**src/logic/dsm_pkg.sv**
```systemverilog
// constants shared by the draw-and-step and mask scissor logic
package dsm_pkg;

  // step register: four codes, one per byte
  localparam int DSM_CODES = 4;
  localparam int DSM_CODE_W = 8;
  localparam int DSM_STEP_W = 32;
  localparam logic [1:0] DSM_LAST_IDX = 2'h3;

  // step code field layout
  localparam int DSM_DIR_MSB = 7;
  localparam int DSM_DIR_LSB = 5;
  localparam int DSM_MD_BIT = 4;
  localparam int DSM_CNT_MSB = 3;
  localparam int DSM_CNT_LSB = 0;
  localparam logic [7:0] DSM_STOP_CODE = 8'h00;

  // operation register function field
  localparam int DSM_FUNC_W = 4;
  localparam logic [3:0] DSM_FUNC_DRAW_STEP = 4'h3;

  // mask map modes
  localparam logic [1:0] DSM_MASK_OFF = 2'h0;
  localparam logic [1:0] DSM_MASK_BOUND = 2'h1;
  localparam logic [1:0] DSM_MASK_FULL = 2'h2;

  // drawing modes for end pixels
  localparam logic [1:0] DSM_DRAW_NORMAL = 2'h0;
  localparam logic [1:0] DSM_DRAW_FIRST_NULL = 2'h1;
  localparam logic [1:0] DSM_DRAW_LAST_NULL = 2'h2;

  // pointer and map widths
  localparam int DSM_PTR_W = 16;
  localparam int DSM_DIM_W = 12;
  localparam int DSM_ADDR_W = 32;
  localparam int DSM_BITOFF_W = 26;

  // pointer and step counter reset values
  localparam logic [15:0] DSM_PTR_RST = 16'h0000;
  localparam logic [3:0] DSM_CNT_RST = 4'h0;

  // sequencer states, one-hot
  typedef enum logic [3:0] {
    DSM_S_IDLE = 4'b0001,
    DSM_S_PIXEL = 4'b0010,
    DSM_S_FETCH = 4'b0100,
    DSM_S_ADV = 4'b1000
  } dsm_state_t;

endpackage

```
**src/logic/dsm_scissor.sv**
```systemverilog
// destination and mask map scissor tests plus mask bit address
`timescale 1ns/100ps
module dsm_scissor
  import dsm_pkg::*;
(
  // current destination pointer
  input wire logic signed [dsm_pkg::DSM_PTR_W-1:0] i_x,
  input wire logic signed [dsm_pkg::DSM_PTR_W-1:0] i_y,
  // map description
  input wire logic [1:0] i_mask_mode,
  input wire logic [dsm_pkg::DSM_DIM_W-1:0] i_dst_wmax,
  input wire logic [dsm_pkg::DSM_DIM_W-1:0] i_dst_hmax,
  input wire logic [dsm_pkg::DSM_DIM_W-1:0] i_mask_wmax,
  input wire logic [dsm_pkg::DSM_DIM_W-1:0] i_mask_hmax,
  input wire logic [dsm_pkg::DSM_DIM_W-1:0] i_mask_offx,
  input wire logic [dsm_pkg::DSM_DIM_W-1:0] i_mask_offy,
  input wire logic [dsm_pkg::DSM_ADDR_W-1:0] i_mask_base,
  // results
  output logic o_dst_ok,
  output logic o_box_ok,
  output logic o_need_fetch,
  output logic [dsm_pkg::DSM_ADDR_W-1:0] o_mask_addr,
  output logic [2:0] o_mask_bit
);
  logic signed [DSM_PTR_W-1:0] mx;
  logic signed [DSM_PTR_W-1:0] my;
  logic mask_in;
  logic [DSM_BITOFF_W-1:0] bitoff;

  // destination boundary, always on; edge pixels count as inside
  assign o_dst_ok = !i_x[DSM_PTR_W-1] && !i_y[DSM_PTR_W-1]
    && (i_x[DSM_PTR_W-2:0] <= {3'h0, i_dst_wmax})
    && (i_y[DSM_PTR_W-2:0] <= {3'h0, i_dst_hmax});

  // mask uses destination pointers less the origin offsets
  assign mx = i_x - $signed({4'h0, i_mask_offx});
  assign my = i_y - $signed({4'h0, i_mask_offy});

  // mask map may be smaller than the destination
  assign mask_in = !mx[DSM_PTR_W-1] && !my[DSM_PTR_W-1]
    && (mx[DSM_PTR_W-2:0] <= {3'h0, i_mask_wmax})
    && (my[DSM_PTR_W-2:0] <= {3'h0, i_mask_hmax});

  // full mode uses both the mask boundary and its contents
  assign o_box_ok = (i_mask_mode == DSM_MASK_OFF) ? 1'b1 : mask_in;
  assign o_need_fetch = (i_mask_mode == DSM_MASK_FULL) && mask_in;

  // one bit per pixel, row pitch is mask width in bits
  assign bitoff = DSM_BITOFF_W'(my[DSM_DIM_W-1:0] * ({1'b0, i_mask_wmax} + 13'h0001))
    + DSM_BITOFF_W'(mx[DSM_DIM_W-1:0]);
  assign o_mask_addr = i_mask_base + DSM_ADDR_W'(bitoff[DSM_BITOFF_W-1:3]);
  assign o_mask_bit = bitoff[2:0];

endmodule

```
**src/logic/dsm_draw_step.sv**
```systemverilog
// draw-and-step sequencer with destination and mask map scissoring
//
// Notes on behaviour
// - Full mask mode scissors by mask rectangle and by per-pixel mask contents.
// - In full mode fetch the mask pixel first; a 0 suppresses the update.
// - A mask pixel of 1 lets the update proceed, other checks still apply.
// - Mask storage is one bit per pixel whatever the destination depth.
// - Mask may be smaller than destination; base, width, height locate it.
// - Each action draws at the pointer, then steps to one of eight neighbours.
// - Each 8-bit code gives up to 15 moves in one direction.
// - Count 0..15; one more pixel is attempted than the count.
// - Pointers end on the last attempted pixel, even if it was nulled.
// - Move-or-draw bit 1 draws pixels; 0 only moves the pointers.
// - Up to four codes per write, low byte first, one operation overall.
// - First and last pixel null treat each code as its own line.
// - Writing the top byte of the step register starts the operation.
// - Writing the operation register only latches parameters, never starts.
// - Step writes are ignored unless the function is draw-and-step.
// - Code 00 stops after it executes; higher bytes are skipped.
// - Completion, stop code included, clears the busy bit.
// - Pixels outside the destination are never updated; pointers still move.
// - Mask is addressed by destination pointers less the mask origin offsets.
`timescale 1ns/100ps
module dsm_draw_step
  import dsm_pkg::*;
(
  // clock and reset
  input wire logic i_clk,
  input wire logic i_rst_b,
  // operation register fields
  input wire logic [dsm_pkg::DSM_FUNC_W-1:0] i_op_func,
  input wire logic [1:0] i_op_mask_mode,
  input wire logic [1:0] i_op_draw_mode,
  // step register write port
  input wire logic i_step_wr,
  input wire logic [dsm_pkg::DSM_CODES-1:0] i_step_be,
  input wire logic [dsm_pkg::DSM_STEP_W-1:0] i_step_data,
  // destination pointer load
  input wire logic i_ptr_ld,
  input wire logic [dsm_pkg::DSM_PTR_W-1:0] i_ptr_x,
  input wire logic [dsm_pkg::DSM_PTR_W-1:0] i_ptr_y,
  // destination and mask map description
  input wire logic [dsm_pkg::DSM_DIM_W-1:0] i_dst_wmax,
  input wire logic [dsm_pkg::DSM_DIM_W-1:0] i_dst_hmax,
  input wire logic [dsm_pkg::DSM_DIM_W-1:0] i_mask_wmax,
  input wire logic [dsm_pkg::DSM_DIM_W-1:0] i_mask_hmax,
  input wire logic [dsm_pkg::DSM_DIM_W-1:0] i_mask_offx,
  input wire logic [dsm_pkg::DSM_DIM_W-1:0] i_mask_offy,
  input wire logic [dsm_pkg::DSM_ADDR_W-1:0] i_mask_base,
  // mask pixel fetch
  output logic o_mask_req,
  output logic [dsm_pkg::DSM_ADDR_W-1:0] o_mask_addr,
  output logic [2:0] o_mask_bit,
  input wire logic i_mask_ack,
  input wire logic i_mask_val,
  // destination pixel update
  output logic o_pix_wr,
  output logic [dsm_pkg::DSM_PTR_W-1:0] o_pix_x,
  output logic [dsm_pkg::DSM_PTR_W-1:0] o_pix_y,
  // status
  output logic o_busy,
  output logic [dsm_pkg::DSM_PTR_W-1:0] o_dst_x,
  output logic [dsm_pkg::DSM_PTR_W-1:0] o_dst_y
);
  import dsm_pkg::*;

  // sequencer state
  dsm_state_t state_ff, nxt_state;
  logic [DSM_STEP_W-1:0] codes_ff, nxt_codes;
  logic [1:0] idx_ff, nxt_idx;
  logic [3:0] cnt_ff, nxt_cnt;
  logic busy_ff, nxt_busy;
  logic [DSM_PTR_W-1:0] x_ff, nxt_x;
  logic [DSM_PTR_W-1:0] y_ff, nxt_y;

  // outward request registers
  logic mask_req_ff, nxt_mask_req;
  logic [DSM_ADDR_W-1:0] mask_addr_ff, nxt_mask_addr;
  logic [2:0] mask_bit_ff, nxt_mask_bit;
  logic pix_wr_ff, nxt_pix_wr;
  logic [DSM_PTR_W-1:0] pix_x_ff, nxt_pix_x;
  logic [DSM_PTR_W-1:0] pix_y_ff, nxt_pix_y;

  // decoded current code and scissor results
  logic [DSM_CODE_W-1:0] cur_code;
  logic [2:0] cur_dir;
  logic cur_md;
  logic [3:0] cur_cnt;
  logic end_null;
  logic dst_ok;
  logic box_ok;
  logic need_fetch;
  logic [DSM_ADDR_W-1:0] sc_addr;
  logic [2:0] sc_bit;
  logic start_ok;
  logic [1:0] first_idx;
  logic signed [1:0] dx;
  logic signed [1:0] dy;

  // lowest enabled byte of a step write, so upper-only writes run as written
  function automatic logic [1:0] low_byte(input logic [DSM_CODES-1:0] be);
    logic [1:0] r;
    r = DSM_LAST_IDX;
    for (int i = DSM_CODES - 1; i >= 0; i--) begin
      if (be[i]) begin
        r = 2'(i);
      end
    end
    return r;
  endfunction

  // neighbour offsets; 0 is +x, going anticlockwise, y grows downward
  always_comb begin
    unique case (cur_dir)
      3'h0: begin dx = 2'sd1; dy = 2'sd0; end
      3'h1: begin dx = 2'sd1; dy = -2'sd1; end
      3'h2: begin dx = 2'sd0; dy = -2'sd1; end
      3'h3: begin dx = -2'sd1; dy = -2'sd1; end
      3'h4: begin dx = -2'sd1; dy = 2'sd0; end
      3'h5: begin dx = -2'sd1; dy = 2'sd1; end
      3'h6: begin dx = 2'sd0; dy = 2'sd1; end
      3'h7: begin dx = 2'sd1; dy = 2'sd1; end
    endcase
  end

  // field split of the code in flight
  assign cur_code = codes_ff[idx_ff*DSM_CODE_W +: DSM_CODE_W];
  assign cur_dir = cur_code[DSM_DIR_MSB:DSM_DIR_LSB];
  assign cur_md = cur_code[DSM_MD_BIT];
  assign cur_cnt = cur_code[DSM_CNT_MSB:DSM_CNT_LSB];

  // end pixels are judged per code, so counter restarts each code
  assign end_null = ((i_op_draw_mode == DSM_DRAW_FIRST_NULL) && (cnt_ff == DSM_CNT_RST))
    || ((i_op_draw_mode == DSM_DRAW_LAST_NULL) && (cnt_ff == cur_cnt));

  // start on top byte write; operation register alone never starts
  // other functions make the step write a no-op
  assign start_ok = i_step_wr && i_step_be[DSM_CODES-1] && (i_op_func == DSM_FUNC_DRAW_STEP);
  assign first_idx = low_byte(i_step_be);

  // scissor checks on the current pointer
  dsm_scissor u_scissor (
    .i_x(x_ff),
    .i_y(y_ff),
    .i_mask_mode(i_op_mask_mode),
    .i_dst_wmax(i_dst_wmax),
    .i_dst_hmax(i_dst_hmax),
    .i_mask_wmax(i_mask_wmax),
    .i_mask_hmax(i_mask_hmax),
    .i_mask_offx(i_mask_offx),
    .i_mask_offy(i_mask_offy),
    .i_mask_base(i_mask_base),
    .o_dst_ok(dst_ok),
    .o_box_ok(box_ok),
    .o_need_fetch(need_fetch),
    .o_mask_addr(sc_addr),
    .o_mask_bit(sc_bit)
  );

  // next-state logic of the sequencer
  always_comb begin
    nxt_state = state_ff;
    nxt_codes = codes_ff;
    nxt_idx = idx_ff;
    nxt_cnt = cnt_ff;
    nxt_busy = busy_ff;
    nxt_x = x_ff;
    nxt_y = y_ff;
    nxt_mask_req = mask_req_ff;
    nxt_mask_addr = mask_addr_ff;
    nxt_mask_bit = mask_bit_ff;
    nxt_pix_wr = 1'b0;
    nxt_pix_x = pix_x_ff;
    nxt_pix_y = pix_y_ff;
    unique case (state_ff)
      DSM_S_IDLE: begin
        // pointer loads are only taken while no operation runs
        // a load and a start in one cycle both act, so the run uses the new pointer
        if (i_ptr_ld) begin
          nxt_x = i_ptr_x;
          nxt_y = i_ptr_y;
        end
        if (start_ok) begin
          // whole group latched at once, run from the low byte up
          nxt_codes = i_step_data;
          nxt_idx = first_idx;
          nxt_cnt = DSM_CNT_RST;
          nxt_busy = 1'b1;
          nxt_state = DSM_S_PIXEL;
        end
      end
      DSM_S_PIXEL: begin
        // pixel decision uses the pointer as it stands, before any move
        nxt_state = DSM_S_ADV;
        // move-only codes never touch the destination
        // outside the destination the update is dropped
        if (cur_md && !end_null && dst_ok && box_ok) begin
          if (need_fetch) begin
            // mask pixel fetched before the update is decided
            nxt_mask_req = 1'b1;
            nxt_mask_addr = sc_addr;
            nxt_mask_bit = sc_bit;
            nxt_state = DSM_S_FETCH;
          end else begin
            nxt_pix_wr = 1'b1;
            nxt_pix_x = x_ff;
            nxt_pix_y = y_ff;
          end
        end
      end
      DSM_S_FETCH: begin
        // request holds until the memory side answers
        // no timeout: a memory side that never answers stalls the operation
        if (i_mask_ack) begin
          nxt_mask_req = 1'b0;
          // a set mask bit lets the update through; clear drops it
          nxt_pix_wr = i_mask_val;
          nxt_pix_x = x_ff;
          nxt_pix_y = y_ff;
          nxt_state = DSM_S_ADV;
        end
      end
      DSM_S_ADV: begin
        if (cnt_ff != cur_cnt) begin
          // count+1 pixels; one fixed direction per code
          // pointer moves only after the pixel was handled
          nxt_x = x_ff + DSM_PTR_W'(dx);
          nxt_y = y_ff + DSM_PTR_W'(dy);
          nxt_cnt = cnt_ff + 4'h1;
          nxt_state = DSM_S_PIXEL;
        end else if ((cur_code == DSM_STOP_CODE) || (idx_ff == DSM_LAST_IDX)) begin
          // pointers stay on the last attempted pixel
          // stop code ends the group; busy drops on completion
          nxt_busy = 1'b0;
          nxt_state = DSM_S_IDLE;
        end else begin
          // next byte of the same operation
          nxt_idx = idx_ff + 2'h1;
          nxt_cnt = DSM_CNT_RST;
          nxt_state = DSM_S_PIXEL;
        end
      end
    endcase
  end

  // sequencer registers
  // codes are latched whole, so writes refused while busy cannot alter a run
  always_ff @(posedge i_clk or negedge i_rst_b) begin
    if (!i_rst_b) begin
      state_ff <= DSM_S_IDLE;
      codes_ff <= 32'h0000_0000;
      idx_ff <= 2'h0;
      cnt_ff <= DSM_CNT_RST;
      busy_ff <= 1'b0;
      x_ff <= DSM_PTR_RST;
      y_ff <= DSM_PTR_RST;
    end else begin
      state_ff <= nxt_state;
      codes_ff <= nxt_codes;
      idx_ff <= nxt_idx;
      cnt_ff <= nxt_cnt;
      busy_ff <= nxt_busy;
      x_ff <= nxt_x;
      y_ff <= nxt_y;
    end
  end

  // outward request registers; pixel strobe lasts one cycle
  always_ff @(posedge i_clk or negedge i_rst_b) begin
    if (!i_rst_b) begin
      mask_req_ff <= 1'b0;
      mask_addr_ff <= 32'h0000_0000;
      mask_bit_ff <= 3'h0;
      pix_wr_ff <= 1'b0;
      pix_x_ff <= DSM_PTR_RST;
      pix_y_ff <= DSM_PTR_RST;
    end else begin
      mask_req_ff <= nxt_mask_req;
      mask_addr_ff <= nxt_mask_addr;
      mask_bit_ff <= nxt_mask_bit;
      pix_wr_ff <= nxt_pix_wr;
      pix_x_ff <= nxt_pix_x;
      pix_y_ff <= nxt_pix_y;
    end
  end

  // outputs straight from flops
  assign o_mask_req = mask_req_ff;
  assign o_mask_addr = mask_addr_ff;
  assign o_mask_bit = mask_bit_ff;
  assign o_pix_wr = pix_wr_ff;
  assign o_pix_x = pix_x_ff;
  assign o_pix_y = pix_y_ff;
  assign o_busy = busy_ff;
  assign o_dst_x = x_ff;
  assign o_dst_y = y_ff;

endmodule

```
**config.mk**
```make
export PLATFORM = sky130hd
export DESIGN_NAME = dsm_draw_step
export DESIGN_NICKNAME = d
export VERILOG_FILES = /design/src/logic/dsm_pkg.sv /design/src/logic/dsm_scissor.sv /design/src/logic/dsm_draw_step.sv
export SDC_FILE = /design/constraint.sdc
export NUM_CORES = 1
export LEC_CHECK = 0
export ABC_CLOCK_PERIOD_IN_PS = 28100
export BUFFER_PORTS_ARGS = -buffer_cell sky130_fd_sc_hd__buf_4
export CELL_PAD_IN_SITES_DETAIL_PLACEMENT = 2
export CELL_PAD_IN_SITES_GLOBAL_PLACEMENT = 2
export CORE_MARGIN = 5
export CORE_UTILIZATION = 38
export DETAILED_ROUTE_END_ITERATION = 6
export GPL_ROUTABILITY_DRIVEN = 0
export PLACE_DENSITY_LB_ADDON = 0.25
export SETUP_SLACK_MARGIN = 0.1
export SLEW_MARGIN = 15
export SYNTH_ARGS = -nofsm -noshare
export SYNTH_HDL_FRONTEND = slang
export SYNTH_SLANG_ARGS = --single-unit
```
**constraint.sdc**
```tcl
create_clock -name i_clk -period 28.1 [get_ports i_clk]
set_clock_uncertainty 0.15 [all_clocks]
set_input_delay 4.215 -clock i_clk [delete_from_list [all_inputs] [get_ports i_clk]]
set_output_delay 4.215 -clock i_clk [all_outputs]
set_load 0.02 [all_outputs]
```
==> results.tsv <==
stage	metric	value	unit
synthesis	synthesized instance count	2043	
critical_path	R2R depth	35	
synthesis	count of unique library cells instantiated by Yosys	74	
detailed_routing	WL/cell	23.70	µm
sta	Tmin final	14.15	ns
synthesis	Top FF cell, synth	dfrtp_1	
finish	layout cells sized above 1	0.1908	
synthesis	Synth Area in Simple Gates	0.1604	
clock_network	H-tree lvl count	4	
synthesis	Synth Area in XOR/XNOR	0.05628	
synthesis	register area share after synthesis	0.2032	
critical_path	Worst path max stage delay	0.77	ns
sta	Tightest Pin Transition	1.050	ns
placement	buffers added on ports	287	
hold_path	Hold Startpoint	codes_ff[30]	
sta	total negative slack	0	ns
finish	nets@finish	2824	
critical_path	crit path max fanout	8	
sta	Final Hold Vio Count	0	
synthesis	Mapped Nets	2563	
clock_network	CTS Hold Bufs	0	
clock_network	clock latency on the worst-skew pair	0.49	ns
synthesis	Avg Inst Size Synth	8.684	µm²
sta	hold_ws	0.3594	ns
floorplan	starting density of the core	0.3827	
detailed_routing	Final ANT Viol Nets	0	
critical_path	critical path's slowest cell	o31ai_1	
critical_path	Startpoint Class	input port	
detailed_routing	Via-to-Cell Ratio	5.542	
detailed_routing	Total Wirelength	69.44	mm
floorplan	Core Area	46360	µm²
synthesis	Post-synth ARST share	1.000	
global_route	vias in the first global route	18909	
status	status	finished, final reports clean	
floorplan	Horiz. Die Dim	226.1	µm
finish	Final Util	0.4565	
floorplan	Die Y	226.1	µm
detailed_routing	router iterations before antenna repair	4	
global_route	pin count of the biggest net entering global routing	87	
clock_network	CTS Buf Count	17	
finish	filler instances	5165	
floorplan	FP Rows	79	
placement	DPL Wire Length	56.14	mm
global_route	GR Util All Layers	0.2708	
synthesis	Synth Area in Adders	0.2893	
sta	setup violators final	0	
global_route	initial antenna violation count	12	
detailed_routing	DRC errors left	0	
clock_network	clk slew on worst S/H paths	0.07	ns
detailed_routing	vias	16238	
critical_path	crit path DAT	14.36	ns
clock_network	clk buf depth	2	
sta	Achievable Freq	70.68	MHz
detailed_routing	Initial DRC Count	572	
hold_path	hold path depth	1	
clock_network	CTS tree	yes	
floorplan	Die Area	51110	µm²
synthesis	yosys warns	0	
hold_path	Min-Delay Endpoint	codes_ff[30]	
clock_network	clock root cell	clkbuf_16	
critical_path	worst setup path class	in -> reg	
sta	pins over their slew limit	0	
clock_network	Post-CTS Resized	0	
clock_network	post-CTS repair timing setup buffer count	0	
synthesis	number of synthesized flops with an enable pin	0	
critical_path	CP endpoint kind	flip-flop	
hold_path	Min-Delay Path Class	reg -> reg	
run	total of max-cap violations	0	
critical_path	CP startpoint	i_mask_offy[1]	
synthesis	Yosys reg bits	144	
synthesis	Post-Syn Area	17740	µm²
sta	period utilisation layout	0.5035	
synthesis	Compound-Gate Fraction of Synth Area	0.1460	
synthesis	main combinational cell family by area after synthesis	adder cells	
sta	worst rel slew slack	0.2948	
critical_path	R2R Setup Slk	17.09	ns
sta	RSZ-0062 raised after global routing	no	
clock_network	Clock Sink Count	144	
critical_path	CP Data Required Time	28.31	ns
floorplan	I/O pin cnt	288	
finish	area delta synth->final	19.28	%
global_route	remaining global-route overflow	0	
critical_path	Crit Reg-Reg Endpoint	o_mask_addr[25]	
global_route	first-pass GRT wire length	107.4	mm
critical_path	worst r2r src	o_dst_y[1]	
synthesis	mux cell area share after synthesis	0.06932	
## worst max-delay path by stage
| stage | end | slack, ns |
|---|---|---|
| 6_report | o_mask_addr[25] | 13.95 |
| 5_1_grt | o_mask_addr[25] | 13.41 |
| 4_1_cts | o_mask_addr[25] | 14.00 |
| 3_5_place_dp | o_mask_addr[25] | 13.53 |
| 3_3_place_gp | o_mask_addr[25] | 14.02 |
| 2_1_floorplan | o_mask_addr[27] | 15.31 |
## per-layer routing
metal | track usage | vias up | part of all wire
met5 | 0 | - | 0.0014
met1 | 0.3134 | 8381 | 0.40
met3 | 0.04927 | 120 | 0.032
met4 | 0.09878 | 12 | 0.034
li1 | - | 7467 | -
met2 | 0.4989 | 258 | 0.53
## placed cells by master, fill, tap and decap left out, types with 21 or more instances in the layout
cell | Yosys | final
xor2_1 | 29 | 29
nor3_1 | 41 | 40
o21a_1 | 23 | 23
a21o_1 | 37 | 37
dfrtp_1 | 143 | 143
fa_1 | 127 | 127
ha_1 | 207 | 207
buf_4 | 1 | 305
xnor2_1 | 85 | 81
o211ai_1 | 54 | 54
nand2_1 | 245 | 245
nand2b_1 | 29 | 29
nor2_1 | 140 | 139
and2_1 | 21 | 21
nand3_1 | 27 | 27
mux2_4 | 26 | 26
mux2_2 | 43 | 43
a21oi_1 | 101 | 101
o21ai_0 | 89 | 88
inv_1 | 279 | 279
## synth_stat cells (3+ instances only)
cell type,number,share of area
buf_2,12,0.0034
a2111oi_0,3,0.0015
nand2b_1,29,0.010
nor3b_1,6,0.0025
o21bai_1,13,0.0055
mux2_2,43,0.027
and4_1,5,0.0025
o41ai_1,4,0.0020
inv_1,279,0.059
fa_1,127,0.14
mux2_4,26,0.022
o31a_1,3,0.0015
nand2_1,245,0.052
clkbuf_1,48,0.010
buf_6,3,0.0019
nor2_1,140,0.030
nand3b_1,5,0.0021
nor4_1,10,0.0035
xnor2_1,85,0.042
a41oi_1,3,0.0015
xor2_1,29,0.014
or2_2,5,0.0018
mux2i_1,13,0.0073
o211ai_1,54,0.023
o2111ai_1,6,0.0030
a21o_1,37,0.016
nor3_1,41,0.012
ha_1,207,0.15
a211oi_1,19,0.0080
nand4_1,16,0.0056
a31oi_1,12,0.0042
o21ai_1,11,0.0031
dfrtp_1,143,0.20
a211o_1,4,0.0020
or3_1,8,0.0028
and3_1,15,0.0053
a21oi_1,101,0.028
o21a_1,23,0.0097
and2_1,21,0.0074
nor2b_1,19,0.0067
o31ai_1,7,0.0030
o21ai_0,89,0.025
nand3_1,27,0.0076
mux4_2,10,0.013
## registers in the layout (all words and copies together), names as in the netlist
register and count:
o_mask_req 1, o_pix_x 16, o_mask_bit 3, o_pix_wr 1
o_dst_x 16, o_busy 1, cnt_ff 4, o_pix_y 16
o_mask_addr 32, state_ff 4, idx_ff 2, codes_ff 32
o_dst_y 16
## worst max-delay path: cells and delay by family
family / cells / cell delay, ns
muxes: 1 / 0.27
xor gates and xnor gates: 3 / 0.93
and+or+nand+nor: 4 / 0.76
buffers and inverters: 6 / 0.66
adders and majority gates: 8 / 3.56
AOI/OAI and AO/OA: 14 / 3.97
## cells by family after synthesis
kind of cell,count (synthesis)
compound gates,406
mux,92
buf+inv,346
flops,144
xor+xnor,114
fa+ha+maj,334
simple gates,607
## layout make-up
cell class              instances  area (µm²)  area share
diodes                          6       15.01   0.0007095
clock buffers                  19       452.9     0.02140
clock inverters                13       116.4    0.005498
inverters                     282        1059     0.05002
multi-input cells            1553       12850      0.6074
flip-flops and latches        144        3605      0.1703
well taps                     607       759.5     0.03589
repair buffers                306        2301      0.1087
## per-stage QoR
| step | cell area (µm²) | setup slack, ns | instances |
|---|---|---|---|
| 4_1_cts | 21150 | 14.00 | 2924 |
| 3_3_place_gp | 20580 | 14.02 | 2892 |
| 6_report | 21160 | 13.95 | 2930 |
| 2_1_floorplan | 17740 | 15.31 | 2043 |
| 5_1_grt | 21160 | 13.41 | 2930 |
| 3_5_place_dp | 20580 | 13.53 | 2892 |
Power is left out: the tool's default activity adds up to more than one toggle a clock period on the data nets, which glitch-free logic cannot reach.
